[src/nvm_clk_pkg.sv]
// Shared constants and types for the NVM clock divider and lock monitor.
// Assumes a single 40 MHz system clock and a word-aligned AHB-Lite register bus.
package nvm_clk_pkg;

  // ==========================================================================
  // Clock and timing
  // ==========================================================================
  localparam int          SYS_CLK_KHZ        = 40000;     // System clock rate
  localparam int          SM_CLK_MIN_KHZ     = 150;       // Lowest allowed state machine clock
  localparam int          SM_CLK_MAX_KHZ     = 200;       // Highest allowed state machine clock
  localparam int          SM_CLK_MARGIN_PCT  = 6;         // Headroom below the maximum
  localparam int          DIV_W              = 6;         // Divider modulus width
  localparam int          CNT_W              = 15;        // Operation cycle counter width
  localparam logic [14:0] BYTE_PROG_CYCLES   = 15'h0009;  // Byte program, in state machine clocks
  localparam logic [14:0] BURST_NEXT_CYCLES  = 15'h0004;  // Later bytes of a burst
  localparam logic [14:0] SECTOR_ERASE_CYCLES = 15'h0fa0; // Sector erase, 4000 clocks
  localparam int          MASS_ERASE_CYCLES  = 20000;     // Mass erase, default of a top parameter

  // ==========================================================================
  // Command codes
  // ==========================================================================
  localparam logic [7:0] CMD_BYTE_PROG    = 8'h20;
  localparam logic [7:0] CMD_BURST_PROG   = 8'h25;
  localparam logic [7:0] CMD_SECTOR_ERASE = 8'h40;
  localparam logic [7:0] CMD_MASS_ERASE   = 8'h41;

  // ==========================================================================
  // Register map (byte offsets)
  // ==========================================================================
  localparam logic [7:0] OFF_DIV    = 8'h00;  // nvm_clock_divider_reg
  localparam logic [7:0] OFF_STAT   = 8'h04;  // clock_gen_status_reg
  localparam logic [7:0] OFF_CTRL3  = 8'h08;  // clock_gen_control3_reg
  localparam logic [7:0] OFF_PRESC  = 8'h0c;  // Bus clock prescale select
  localparam logic [7:0] OFF_CMD    = 8'h10;  // NVM command launch and status

  // Field positions
  localparam int DIV_LOADED_BIT = 7;  // Divider has been written
  localparam int ST_LOCK_BIT    = 0;  // Live lock level
  localparam int ST_LOL_BIT     = 1;  // loss_of_lock_flag
  localparam int ST_DONE_BIT    = 2;  // Operation complete
  localparam int ST_REFUSE_BIT  = 3;  // Launch refused
  localparam int ST_W           = 4;  // Status and mask width
  localparam int CMD_BUSY_BIT   = 8;
  localparam int CMD_PEND_BIT   = 9;

  // Reset values
  localparam logic [5:0]      DIV_RST   = 6'h00;
  localparam logic [1:0]      PRESC_RST = 2'h0;
  localparam logic [ST_W-1:0] MASK_RST  = 4'h0;

  // Captured AHB address phase
  typedef struct packed {
    logic       valid;
    logic       write;
    logic [7:0] addr;
  } ahb_phase_t;

endpackage

[src/mod_divider.sv]
// Modulus down-counter that emits one-cycle ticks.
// Assumes the same clock and reset as the parent; modulus may change at any time.
`timescale 1ns/10ps
module mod_divider #(
  parameter int W = 6
) (
  input  wire logic         clk,
  input  wire logic         rst,
  input  wire logic         enable,
  input  wire logic [W-1:0] modulus,
  output logic              tick
);

  logic [W-1:0] count_q;

  // ==========================================================================
  // Counter
  // ==========================================================================
  // Reload at terminal count so the period is modulus plus one enabled cycles
  always_ff @(posedge clk or posedge rst)
  begin
    if (rst)
    begin
      count_q <= '0;
      tick    <= 1'b0;
    end
    else
    begin
      tick <= enable && (count_q == '0);
      if (enable)
      begin
        count_q <= (count_q == '0) ? modulus : count_q - 1'b1;
      end
    end
  end

endmodule // mod_divider

[src/nvm_clock_divider_lock_monitor.sv]
// NVM state machine clock divider, bus clock prescaler, operation timer and
// loss-of-lock monitor behind an AHB-Lite slave.
// Assumes lockPin and lowVoltPin are asynchronous and the bus has one master.
// Function
// - State machine clock from bus clock divider
// - Divider register accepts only first write
// - Bus clock prescale by one, two, four, eight
// - Sticky loss-of-lock flag, write one clears
// - Interrupt when flag and enable both set
// - Low voltage refuses new operations only
// - Sector erase lasts 4000 state machine clocks
// - Byte nine clocks, burst follow-on four
`timescale 1ns/10ps
module nvm_clock_divider_lock_monitor #(
  parameter int MASS_CYCLES = nvm_clk_pkg::MASS_ERASE_CYCLES
) (
  input  wire logic        sys_clk,
  input  wire logic        sys_rst,
  input  wire logic        hsel,
  input  wire logic [31:0] haddr,
  input  wire logic [1:0]  htrans,
  input  wire logic        hwrite,
  input  wire logic [2:0]  hsize,
  input  wire logic        hready,
  input  wire logic [31:0] hwdata,
  output logic      [31:0] hrdata,
  output logic             hreadyout,
  output logic             hresp,
  input  wire logic        lockPin,
  input  wire logic        lowVoltPin,
  output logic             busClockTick,
  output logic             stateMachineClock,
  output logic             nvmBusy,
  output logic             irq
);

  typedef enum logic {IDLE, RUN} seq_state_t;

  nvm_clk_pkg::ahb_phase_t      dp_q;
  logic                         rdWait_q;
  logic [5:0]                   div_q;
  logic                         divLoaded_q;
  logic [1:0]                   presc_q;
  logic [nvm_clk_pkg::ST_W-1:0] mask_q;
  logic                         lol_q;
  logic                         done_q;
  logic                         refuse_q;
  logic [1:0]                   lockMeta_q;
  logic [1:0]                   lvMeta_q;
  logic                         lockPrev_q;
  seq_state_t                   state_q;
  logic [7:0]                   code_q;
  logic [14:0]                  remaining_q;
  logic                         curBurst_q;
  logic                         pending_q;
  logic [31:0]                  readMux;

  // ==========================================================================
  // Input synchronisers
  // ==========================================================================
  // Two stages each; only bit 1 is read by logic
  always_ff @(posedge sys_clk or posedge sys_rst)
  begin
    if (sys_rst)
    begin
      lockMeta_q <= 2'h0;
      lvMeta_q   <= 2'h0;
      lockPrev_q <= 1'b0;
    end
    else
    begin
      lockMeta_q <= {lockMeta_q[0], lockPin};
      lvMeta_q   <= {lvMeta_q[0], lowVoltPin};
      lockPrev_q <= lockMeta_q[1];
    end
  end

  wire lockSync    = lockMeta_q[1];
  wire lowVoltSync = lvMeta_q[1];
  wire lolSet      = lockPrev_q && !lockSync;  // Loop left lock tolerance

  // ==========================================================================
  // AHB-Lite address and data phase
  // ==========================================================================
  wire        addrTaken = hsel && htrans[1] && hready;
  wire        rdData    = dp_q.valid && !dp_q.write;
  wire        wrData    = dp_q.valid && dp_q.write;
  wire        selDiv    = dp_q.addr == nvm_clk_pkg::OFF_DIV;
  wire        selStat   = dp_q.addr == nvm_clk_pkg::OFF_STAT;
  wire        selCtrl3  = dp_q.addr == nvm_clk_pkg::OFF_CTRL3;
  wire        selPresc  = dp_q.addr == nvm_clk_pkg::OFF_PRESC;
  wire        selCmd    = dp_q.addr == nvm_clk_pkg::OFF_CMD;
  wire        wrDiv     = wrData && selDiv;
  wire        wrStat    = wrData && selStat;
  wire        wrCtrl3   = wrData && selCtrl3;
  wire        wrPresc   = wrData && selPresc;
  wire        wrCmd     = wrData && selCmd;

  // Capture the address phase; reads get one wait state so data comes from a flop
  always_ff @(posedge sys_clk or posedge sys_rst)
  begin
    if (sys_rst)
    begin
      dp_q      <= '0;
      rdWait_q  <= 1'b0;
      hreadyout <= 1'b1;
      hrdata    <= 32'h0000_0000;
      hresp     <= 1'b0;
    end
    else
    begin
      if (hready)
      begin
        dp_q.valid <= addrTaken;
        dp_q.write <= hwrite;
        dp_q.addr  <= {haddr[7:2], 2'b00};
      end
      rdWait_q  <= addrTaken && !hwrite;
      hreadyout <= !(addrTaken && !hwrite);
      hresp     <= 1'b0;
      if (rdWait_q)
      begin
        hrdata <= readMux;
      end
    end
  end

  // ==========================================================================
  // Read data selection
  // ==========================================================================
  wire [31:0] divRead   = {24'h000000, divLoaded_q, 1'b0, div_q};
  wire [3:0]  statBits  = {refuse_q, done_q, lol_q, lockSync};
  wire [31:0] statRead  = {28'h0000000, statBits};
  wire [31:0] ctrl3Read = {28'h0000000, mask_q[3:1], 1'b0};
  wire [31:0] prescRead = {30'h00000000, presc_q};
  wire [31:0] cmdRead   = {22'h000000, pending_q, nvmBusy, code_q};
  assign readMux        = selDiv   ? divRead   :
                          selStat  ? statRead  :
                          selCtrl3 ? ctrl3Read :
                          selPresc ? prescRead :
                          selCmd   ? cmdRead   : 32'h0000_0000;

  // ==========================================================================
  // Configuration registers
  // ==========================================================================
  // The divider latches once per reset; later writes fall away
  always_ff @(posedge sys_clk or posedge sys_rst)
  begin
    if (sys_rst)
    begin
      div_q       <= nvm_clk_pkg::DIV_RST;
      divLoaded_q <= 1'b0;
      presc_q     <= nvm_clk_pkg::PRESC_RST;
      mask_q      <= nvm_clk_pkg::MASK_RST;
    end
    else
    begin
      if (wrDiv && !divLoaded_q)
      begin
        div_q       <= hwdata[5:0];
        divLoaded_q <= 1'b1;
      end
      if (wrPresc)
      begin
        presc_q <= hwdata[1:0];
      end
      if (wrCtrl3)
      begin
        mask_q <= {hwdata[3:1], 1'b0};  // Lock level itself never interrupts
      end
    end
  end

  // ==========================================================================
  // Clock dividers
  // ==========================================================================
  // Bus clock modulus: 0, 1, 3, 7 gives divide by 1, 2, 4, 8
  wire [2:0] prescMod = 3'(({1'b0, 2'b00} + 3'h1 << presc_q) - 3'h1);
  wire       smClkEnable = busClockTick && divLoaded_q;

  mod_divider #(.W(3)) u_bus_div (
    .clk     (sys_clk),
    .rst     (sys_rst),
    .enable  (1'b1),
    .modulus (prescMod),
    .tick    (busClockTick)
  );

  // State machine clock counts bus ticks down from the written modulus
  mod_divider #(.W(nvm_clk_pkg::DIV_W)) u_sm_div (
    .clk     (sys_clk),
    .rst     (sys_rst),
    .enable  (smClkEnable),
    .modulus (div_q),
    .tick    (stateMachineClock)
  );

  // ==========================================================================
  // Command launch decode
  // ==========================================================================
  wire [7:0]  cmdCode   = hwdata[7:0];
  wire        isByte    = cmdCode == nvm_clk_pkg::CMD_BYTE_PROG;
  wire        isBurst   = cmdCode == nvm_clk_pkg::CMD_BURST_PROG;
  wire        isSector  = cmdCode == nvm_clk_pkg::CMD_SECTOR_ERASE;
  wire        isMass    = cmdCode == nvm_clk_pkg::CMD_MASS_ERASE;
  wire        known     = isByte || isBurst || isSector || isMass;
  wire        launchOk  = divLoaded_q && !lowVoltSync;
  wire        canStart  = wrCmd && known && launchOk && (state_q == IDLE);
  wire        canQueue  = wrCmd && isBurst && launchOk && (state_q == RUN) && curBurst_q && !pending_q;
  wire        refuseEvt = wrCmd && !canStart && !canQueue;
  wire [14:0] startLen  = isSector ? nvm_clk_pkg::SECTOR_ERASE_CYCLES :
                          isMass   ? 15'(MASS_CYCLES) :
                                     nvm_clk_pkg::BYTE_PROG_CYCLES;
  wire        lastTick  = (state_q == RUN) && stateMachineClock && (remaining_q == 15'h0001);
  wire        doneEvt   = lastTick && !pending_q;

  // ==========================================================================
  // Operation sequencer
  // ==========================================================================
  // Counts state machine clocks; a queued burst byte keeps the pump on
  always_ff @(posedge sys_clk or posedge sys_rst)
  begin
    if (sys_rst)
    begin
      state_q     <= IDLE;
      nvmBusy     <= 1'b0;
      code_q      <= 8'h00;
      remaining_q <= 15'h0000;
      curBurst_q  <= 1'b0;
      pending_q   <= 1'b0;
    end
    else
    begin
      unique case (state_q)
        IDLE:
        begin
          if (canStart)
          begin
            state_q     <= RUN;
            nvmBusy     <= 1'b1;
            code_q      <= cmdCode;
            remaining_q <= startLen;
            curBurst_q  <= isBurst;
          end
        end
        RUN:
        begin
          if (canQueue)
          begin
            pending_q <= 1'b1;
          end
          if (lastTick && pending_q)
          begin
            remaining_q <= nvm_clk_pkg::BURST_NEXT_CYCLES;
            pending_q   <= 1'b0;
          end
          else if (lastTick)
          begin
            state_q    <= IDLE;
            nvmBusy    <= 1'b0;
            curBurst_q <= 1'b0;
          end
          else if (stateMachineClock)
          begin
            remaining_q <= remaining_q - 15'h0001;
          end
        end
      endcase
    end
  end

  // ==========================================================================
  // Sticky status and interrupt
  // ==========================================================================
  // Setting event beats a write-one clear in the same cycle
  wire [3:0] clrBits = wrStat ? hwdata[3:0] : 4'h0;
  wire [3:0] pending = statBits & mask_q;

  always_ff @(posedge sys_clk or posedge sys_rst)
  begin
    if (sys_rst)
    begin
      lol_q    <= 1'b0;
      done_q   <= 1'b0;
      refuse_q <= 1'b0;
      irq      <= 1'b0;
    end
    else
    begin
      lol_q    <= lolSet || (lol_q && !clrBits[nvm_clk_pkg::ST_LOL_BIT]);
      done_q   <= doneEvt || (done_q && !clrBits[nvm_clk_pkg::ST_DONE_BIT]);
      refuse_q <= refuseEvt || (refuse_q && !clrBits[nvm_clk_pkg::ST_REFUSE_BIT]);
      irq      <= |pending;
    end
  end

  // ==========================================================================
  // Assertions
  // ==========================================================================
  logic [14:0] opTicks_q;
  always_ff @(posedge sys_clk or posedge sys_rst)
  begin
    if (sys_rst)
    begin
      opTicks_q <= 15'h0000;
    end
    else
    begin
      opTicks_q <= canStart ? 15'h0000 : opTicks_q + 15'((state_q == RUN) && stateMachineClock);
    end
  end
endmodule // nvm_clock_divider_lock_monitor

[config.mk]
export PLATFORM = sky130hd
export DESIGN_NAME = nvm_clock_divider_lock_monitor
export DESIGN_NICKNAME = d
export VERILOG_FILES = /design/src/nvm_clk_pkg.sv /design/src/mod_divider.sv /design/src/nvm_clock_divider_lock_monitor.sv
export SDC_FILE = /design/constraint.sdc
export NUM_CORES = 1
export LEC_CHECK = 0
export BUFFER_PORTS_ARGS = -buffer_cell sky130_fd_sc_hd__buf_2
export CORE_MARGIN = 5
export CORE_UTILIZATION = 48
export CTS_BUF_LIST = sky130_fd_sc_hd__clkbuf_8
export DETAILED_ROUTE_END_ITERATION = 6
export HOLD_SLACK_MARGIN = 0.05
export PLACE_DENSITY = 0.74
export SETUP_SLACK_MARGIN = 0.4
export SKIP_CTS_REPAIR_TIMING = 1
export SYNTH_ARGS = -nofsm -noshare
export SYNTH_HDL_FRONTEND = slang
export SYNTH_HIERARCHICAL = 1
export SYNTH_SLANG_ARGS = --single-unit
[constraint.sdc]
create_clock -name sys_clk -period 5.1 [get_ports sys_clk]
set_clock_uncertainty 0.15 [all_clocks]
set_input_delay 1.02 -clock sys_clk [delete_from_list [all_inputs] [get_ports sys_clk]]
set_output_delay 1.02 -clock sys_clk [all_outputs]
set_load 0.02 [all_outputs]
==> Yosys cells after proc, flatten, opt, wreduce, memory -nomap -nowiden <==
Index checks and enable logic that the tools add are counted.
{ "classes": {"add_sub_neg": 4, "multipliers": 0, "div_mod_pow": 0, "order_cmp": 0, "n_eq_ne": 14, "shift": 1, "mux": 27, "n_bitwise": 2, "reduce_logical": 57} }
{ "op_table": {"columns": ["cell", "n"], "rows": [
  ["two-way mux 15 bit", 6],
  ["two-way mux 10 bit", 5],
  ["logical AND 1 bit", 31],
  ["case mux 15 bit (2 select lines)", 1],
  ["== test 8 x 6 -> 1 bit, second input constant", 2],
  ["== test 8 x 7 -> 1 bit, second input constant", 2],
  ["== test 15 x 1 -> 1 bit, second input constant", 1],
  ["subtractor 15 x 1 -> 15 bit, second input constant", 1],
  ["== test 6 x 2 -> 1 bit, second input constant", 2],
  ["logical NOT 1 bit", 11],
  ["two-way mux 1 bit", 9],
  ["logical NOT 8 bit", 1],
  ["== test 6 x 1 -> 1 bit, second input constant", 1],
  ["== test 6 x 3 -> 1 bit, second input constant", 1],
  ["logical NOT 6 bit", 1],
  ["logical OR 1 bit", 6],
  ["two-way mux 6 bit", 1],
  ["case mux 1 bit (2 select lines)", 3],
  ["AND reduction 3 bit", 2],
  ["subtractor 3 x 1 -> 3 bit, second input constant", 2],
  ["subtractor 6 x 1 -> 6 bit, second input constant", 1],
  ["AND 4 bit", 1],
  ["two-way mux 4 bit", 1],
  ["!= test 2 bit, second input constant", 2],
  ["other kinds (10)", 11]
]} }
{ "word_totals": {"reg_bits": 101, "latch_bits": 0, "ram_bits": 0, "romBits": 0, "output_inout_bits": 38, "elab_cells": 132, "memories": 0} }

==> Depth between registers and ports, before layout <==
{ "logic_depth": {"ltp_word": 11, "depth_mapped": 9} }

==> Hierarchy <==
Netlist, hierarchy kept.
{ "by_module_without_submodules": {"columns": ["mod", "instances", "cells_each", "area_per_inst_um2"], "rows": [
  ["nvm_clock_divider_lock_monitor", 1, 338, 3429.5],
  ["mod_divider (u_sm_div)", 1, 47, 466.7],
  ["mod_divider (u_bus_div)", 1, 22, 244.0]
]} }

==> Least setup slack after synthesis <==
Ideal clock, no wire load.
{ "synth_path": {"path_kind": "input port to flip-flop", "from": "input port hwdata[3]", "to": "register remaining_q[11]", "setup_ps": 92, "arrival_time_ps": 2504, "required_time_ps": 4858, "path_slack_ps": 2354, "cell_stages": 6, "path_buffers": 1, "path_cell_list": "or4_1 -> nor2_1 -> a32oi_1 -> or2_4 -> buf_6 -> o31ai_2"} }
{ "synth_between": {"elab_chain_len": 9} }
{ "synth_lines": {"columns": ["element", "line", "rtl"], "rows": [
  ["from (decl)", "nvm_clock_divider_lock_monitor.sv:25", "input wire logic [31:0] hwdata,"],
  ["== test 8 x 6 -> 1 bit, on equally long branches", "nvm_clock_divider_lock_monitor.sv:202, nvm_clock_divider_lock_monitor.sv:203", null],
  ["logical OR 1 bit (3 in series)", "nvm_clock_divider_lock_monitor.sv:206", "wire known = isByte || isBurst || isSector || isMass;"],
  ["logical AND 1 bit (3 in series)", "nvm_clock_divider_lock_monitor.sv:208", "wire canStart = wrCmd && known && launchOk && (state_q == IDLE);"],
  ["!= test 2 bit (no line)", null, null],
  ["AND reduction 3 bit (no line)", null, null],
  ["to (signal assigned)", "nvm_clock_divider_lock_monitor.sv:242", "remaining_q <= startLen;"],
  ["to (signal assigned)", "nvm_clock_divider_lock_monitor.sv:254", "remaining_q <= nvm_clk_pkg::BURST_NEXT_CYCLES;"],
  ["to (signal assigned)", "nvm_clock_divider_lock_monitor.sv:265", "remaining_q <= remaining_q - 15'h0001;"],
  ["to (decl)", "nvm_clock_divider_lock_monitor.sv:53", "logic [14:0] remaining_q;"]
]} }
Parallel ways exist; a longest one is shown, timed or not. The select of a mux whose other input is x is not followed.
A chain may end at the register's enable or synchronous reset.

==> Final worst setup path <==
{ "layout_path": {"from": "register dp_q[2] (netlist name)", "to": "register hrdata[1]"} }
{ "layout_between": {"elab_chain_len": 6} }
{ "layout_lines": {"columns": ["element", "line", "rtl"], "rows": [
  ["from (decl)", "nvm_clock_divider_lock_monitor.sv:39", "nvm_clk_pkg::ahb_phase_t dp_q;"],
  ["== test 6 x 3 -> 1 bit", "nvm_clock_divider_lock_monitor.sv:92", "wire selCmd = dp_q.addr == nvm_clk_pkg::OFF_CMD;"],
  ["two-way mux 10 bit", "nvm_clock_divider_lock_monitor.sv:141", "selCmd ? cmdRead : 32'h0000_0000;"],
  ["two-way mux 10 bit", "nvm_clock_divider_lock_monitor.sv:140", "selPresc ? prescRead :"],
  ["two-way mux 10 bit", "nvm_clock_divider_lock_monitor.sv:139", "selCtrl3 ? ctrl3Read :"],
  ["two-way mux 10 bit", "nvm_clock_divider_lock_monitor.sv:138", "selStat ? statRead :"],
  ["two-way mux 10 bit *", "nvm_clock_divider_lock_monitor.sv:137", "assign readMux = selDiv ? divRead :"],
  ["to (signal assigned)", "nvm_clock_divider_lock_monitor.sv:123", "hrdata <= readMux;"],
  ["to (decl)", "nvm_clock_divider_lock_monitor.sv:26", "output logic [31:0] hrdata,"]
]} }
Mark *: on every way between the ends. The rest lies on a longest branch, timed or not.

==> metrics.txt <==
status finished clean; WP data required 5.23 ns; gr ovfl total 0; Root Buffer clkbuf_8; per-cell routed wire length between 15 and 20 um; DR iter-0 viols roughly 210; Final Hold Fails 0; Commonest cells post-synth dfrtp_1 (78), nor2_1 (28), o21ai_0 (28); MaxCap Viol Count 0; Die W 103 um; Yosys reg bits slightly below 80; sw frac 0.348; worst vdd rail ir drop 0.000246 V; number of fillers in the final layout ~740; DRC 0; TritonRoute pass-1 iters 5; CP arrival 3.01 ns; detailed placer's ending HPWL between 6000 and 7000 um; Top FF cell, synth dfrtp_1; Synth Area in Simple Gates 0.180; drt via density 5.63; Slew HR 0.216; Final TNS setup 0 ns; count leader, synth dfrtp_1; Fmax between 300 and 400 MHz; Reg clk slew, reported paths 0.08 ns; crit-path max FO 15; final instance area ~4500 sq um; leak pwr 2.03 nW; Post-Synth XOR/XNOR Area 0.00212; combinational power share 0.273; Final Cycle Share 0.564; multi-input logic area between 1500 and 2000 sq um; register area 1980 sq um; Mapped Area 4140 sq um; Detailed Route WL 8610 um; Final min period 2.88 ns; RePlAce Congestion approximately 0.86; crit end category flop; critical path class flop to flop; clock power share 0.250; Max Root-Sink Buffers 2; number of buffers added on ports 36; final setup violation count 0; Area Overhead vs Synth 8.34%; clock sinks 79; routed via count 3111; H-tree levels 3; Tot GR Track Use 0.179; net switching power 0.574 mW; number of synthesized flops with an enable pin 0; Yosys top cell area share 0.471; initial core utilization 0.499; CTS Buf Count 9; CTS tree yes; antenna violations before repair 0; first-pass GRT wire length 14800 um; layout cells sized above 1 0.221; post-synthesis mux area share 0.0701; adder-cell share of the synthesized area 0.0181; pin count of the biggest net entering global routing 48; I/O Pins between 100 and 150; Hold WC Path Type flop to flop; vias in the first global route 3185; n_diodes 0; Worst Max-Slew Pin Slew approximately 1.2 ns; PwrDens 368 nW/um^2; Die Ht ~100 um; dpl cell area 4310 sq um; yosys warns 6; ranking of synthesized cells by area dfrtp_1 (47%), mux2_2 (6.5%), buf_4 (4.2%); clock latency at the later pin of the worst-skew pair 0.35 ns; Mapped Cells 407; Flop pwr share 0.477; Avg Inst Size Synth 10.2 sq um; count of cell types in the netlist 69; Compound-Gate Fraction of Synth Area 0.161; largest family of logic cells by synthesized area simple AND/OR/NAND/NOR gates; fin. max-slew vios 0; final layout net count 525; Yosys top cell by area dfrtp_1; reg2reg setup slack 2.22 ns; Async SR Flop Fraction 1.00; Die Area 10600 sq um; P_int 1.08 mW; core footprint between 8000 and 9000 sq um; Setup crit start kind flop; RSZ-0062 raised after global routing no; Detail Route Antenna Nets 0; number of placement rows 33; post-synthesis sequential area ratio 0.478
-- power groups by stage --
stage	clock network [mW]	logic (mW)	registers, mW
final	0.413	0.450	0.787
after global routing	0.456	0.506	0.800
after CTS	0.428	0.451	0.786
after detailed placement	0	0.451	0.798
after global placement	0	0.432	0.793
after floorplan	0	0.358	0.790
-- state kept, by name (all words and copies together) (netlist names), 2 cells and up --
register	flops
u_sm_div/count_q	6
mask_q	3
hrdata	10
lvMeta_q	2
div_q	6
u_bus_div/count_q	3
presc_q	2
lockMeta_q	2
code_q	8
remaining_q	15
dp_q	8
-- final cells by class --
class | instances | share of cell area
Sequential cell | 79 | 0.441
Timing Repair Buffer | 38 | 0.0435
Clock buffer | 9 | 0.0276
Inverter | 28 | 0.0234
Clock inverter | 7 | 0.0109
Tap cell | 105 | 0.0293
Multi-Input combinational cell | 287 | 0.424
-- worst max-delay path, stage by stage (launching register included) --
cell and delay [ns]:
dfrtp_1 0.56, or4b_4 0.61, nor3_1 0.90, a22oi_1 0.22, a2bb2oi_1 0.19, a21oi_1 0.18
-- placed cells by master, fill, tap and decap left out, drive strengths merged, types with 9 or more instances in the layout --
cell    count
and2       11
inv        31
dfrtp      78
a21oi      17
clkbuf      9
nand3      14
nor3       15
mux2       24
o21ai      29
buf        38
nand2      13
nor2       28
conb       31
o31ai      11
-- worst paths after layout --
check	cells after the start	startpoint	to
max	5	dp_q[2]	hrdata[1]
min	0	lockMeta_q[0]	lockMeta_q[1]
max reg2reg	5	dp_q[2]	hrdata[1]
min reg2reg	0	lockMeta_q[0]	lockMeta_q[1]
max in group asynchronous	3	sys_rst	remaining_q[4]
min in group asynchronous	2	sys_rst	u_bus_div/tick
-- stage by stage --
step | cells | hold slack [ns] | total power [mW] | setup WS, ns | utilization
final | 553 | 0.209 | 1.65 | 2.22 | 0.540
after global placement | 537 | 0.183 | 1.23 | 1.95 | 0.520
after detailed placement | 537 | 0.191 | 1.25 | 1.93 | 0.520
after floorplan | 436 | 0.181 | 1.15 | 2.22 | -
after CTS | 553 | 0.212 | 1.66 | 2.22 | 0.540
after global routing | 553 | 0.226 | 1.76 | 1.97 | 0.540
-- metal layers --
metal | vias up | track usage | wire length [um]
met5 | - | 0 | 0
met2 | 105 | 0.300 | 4430
li1 | 1479 | - | -
met4 | 0 | 0.0657 | 134
met1 | 1516 | 0.222 | 3540
met3 | 11 | 0.0494 | 513
-- cell families (layout without fill, tap and decap cells) --
kind of cell | Yosys count | count (layout)
fa+ha+maj | 6 | 6
mux | 26 | 26
xor+xnor | 1 | 1
compound gates | 97 | 97
buf+inv | 70 | 82
flops | 79 | 79
other cells | 2 | 31
simple gates | 126 | 126
Power figures use the tool's default switching activity.
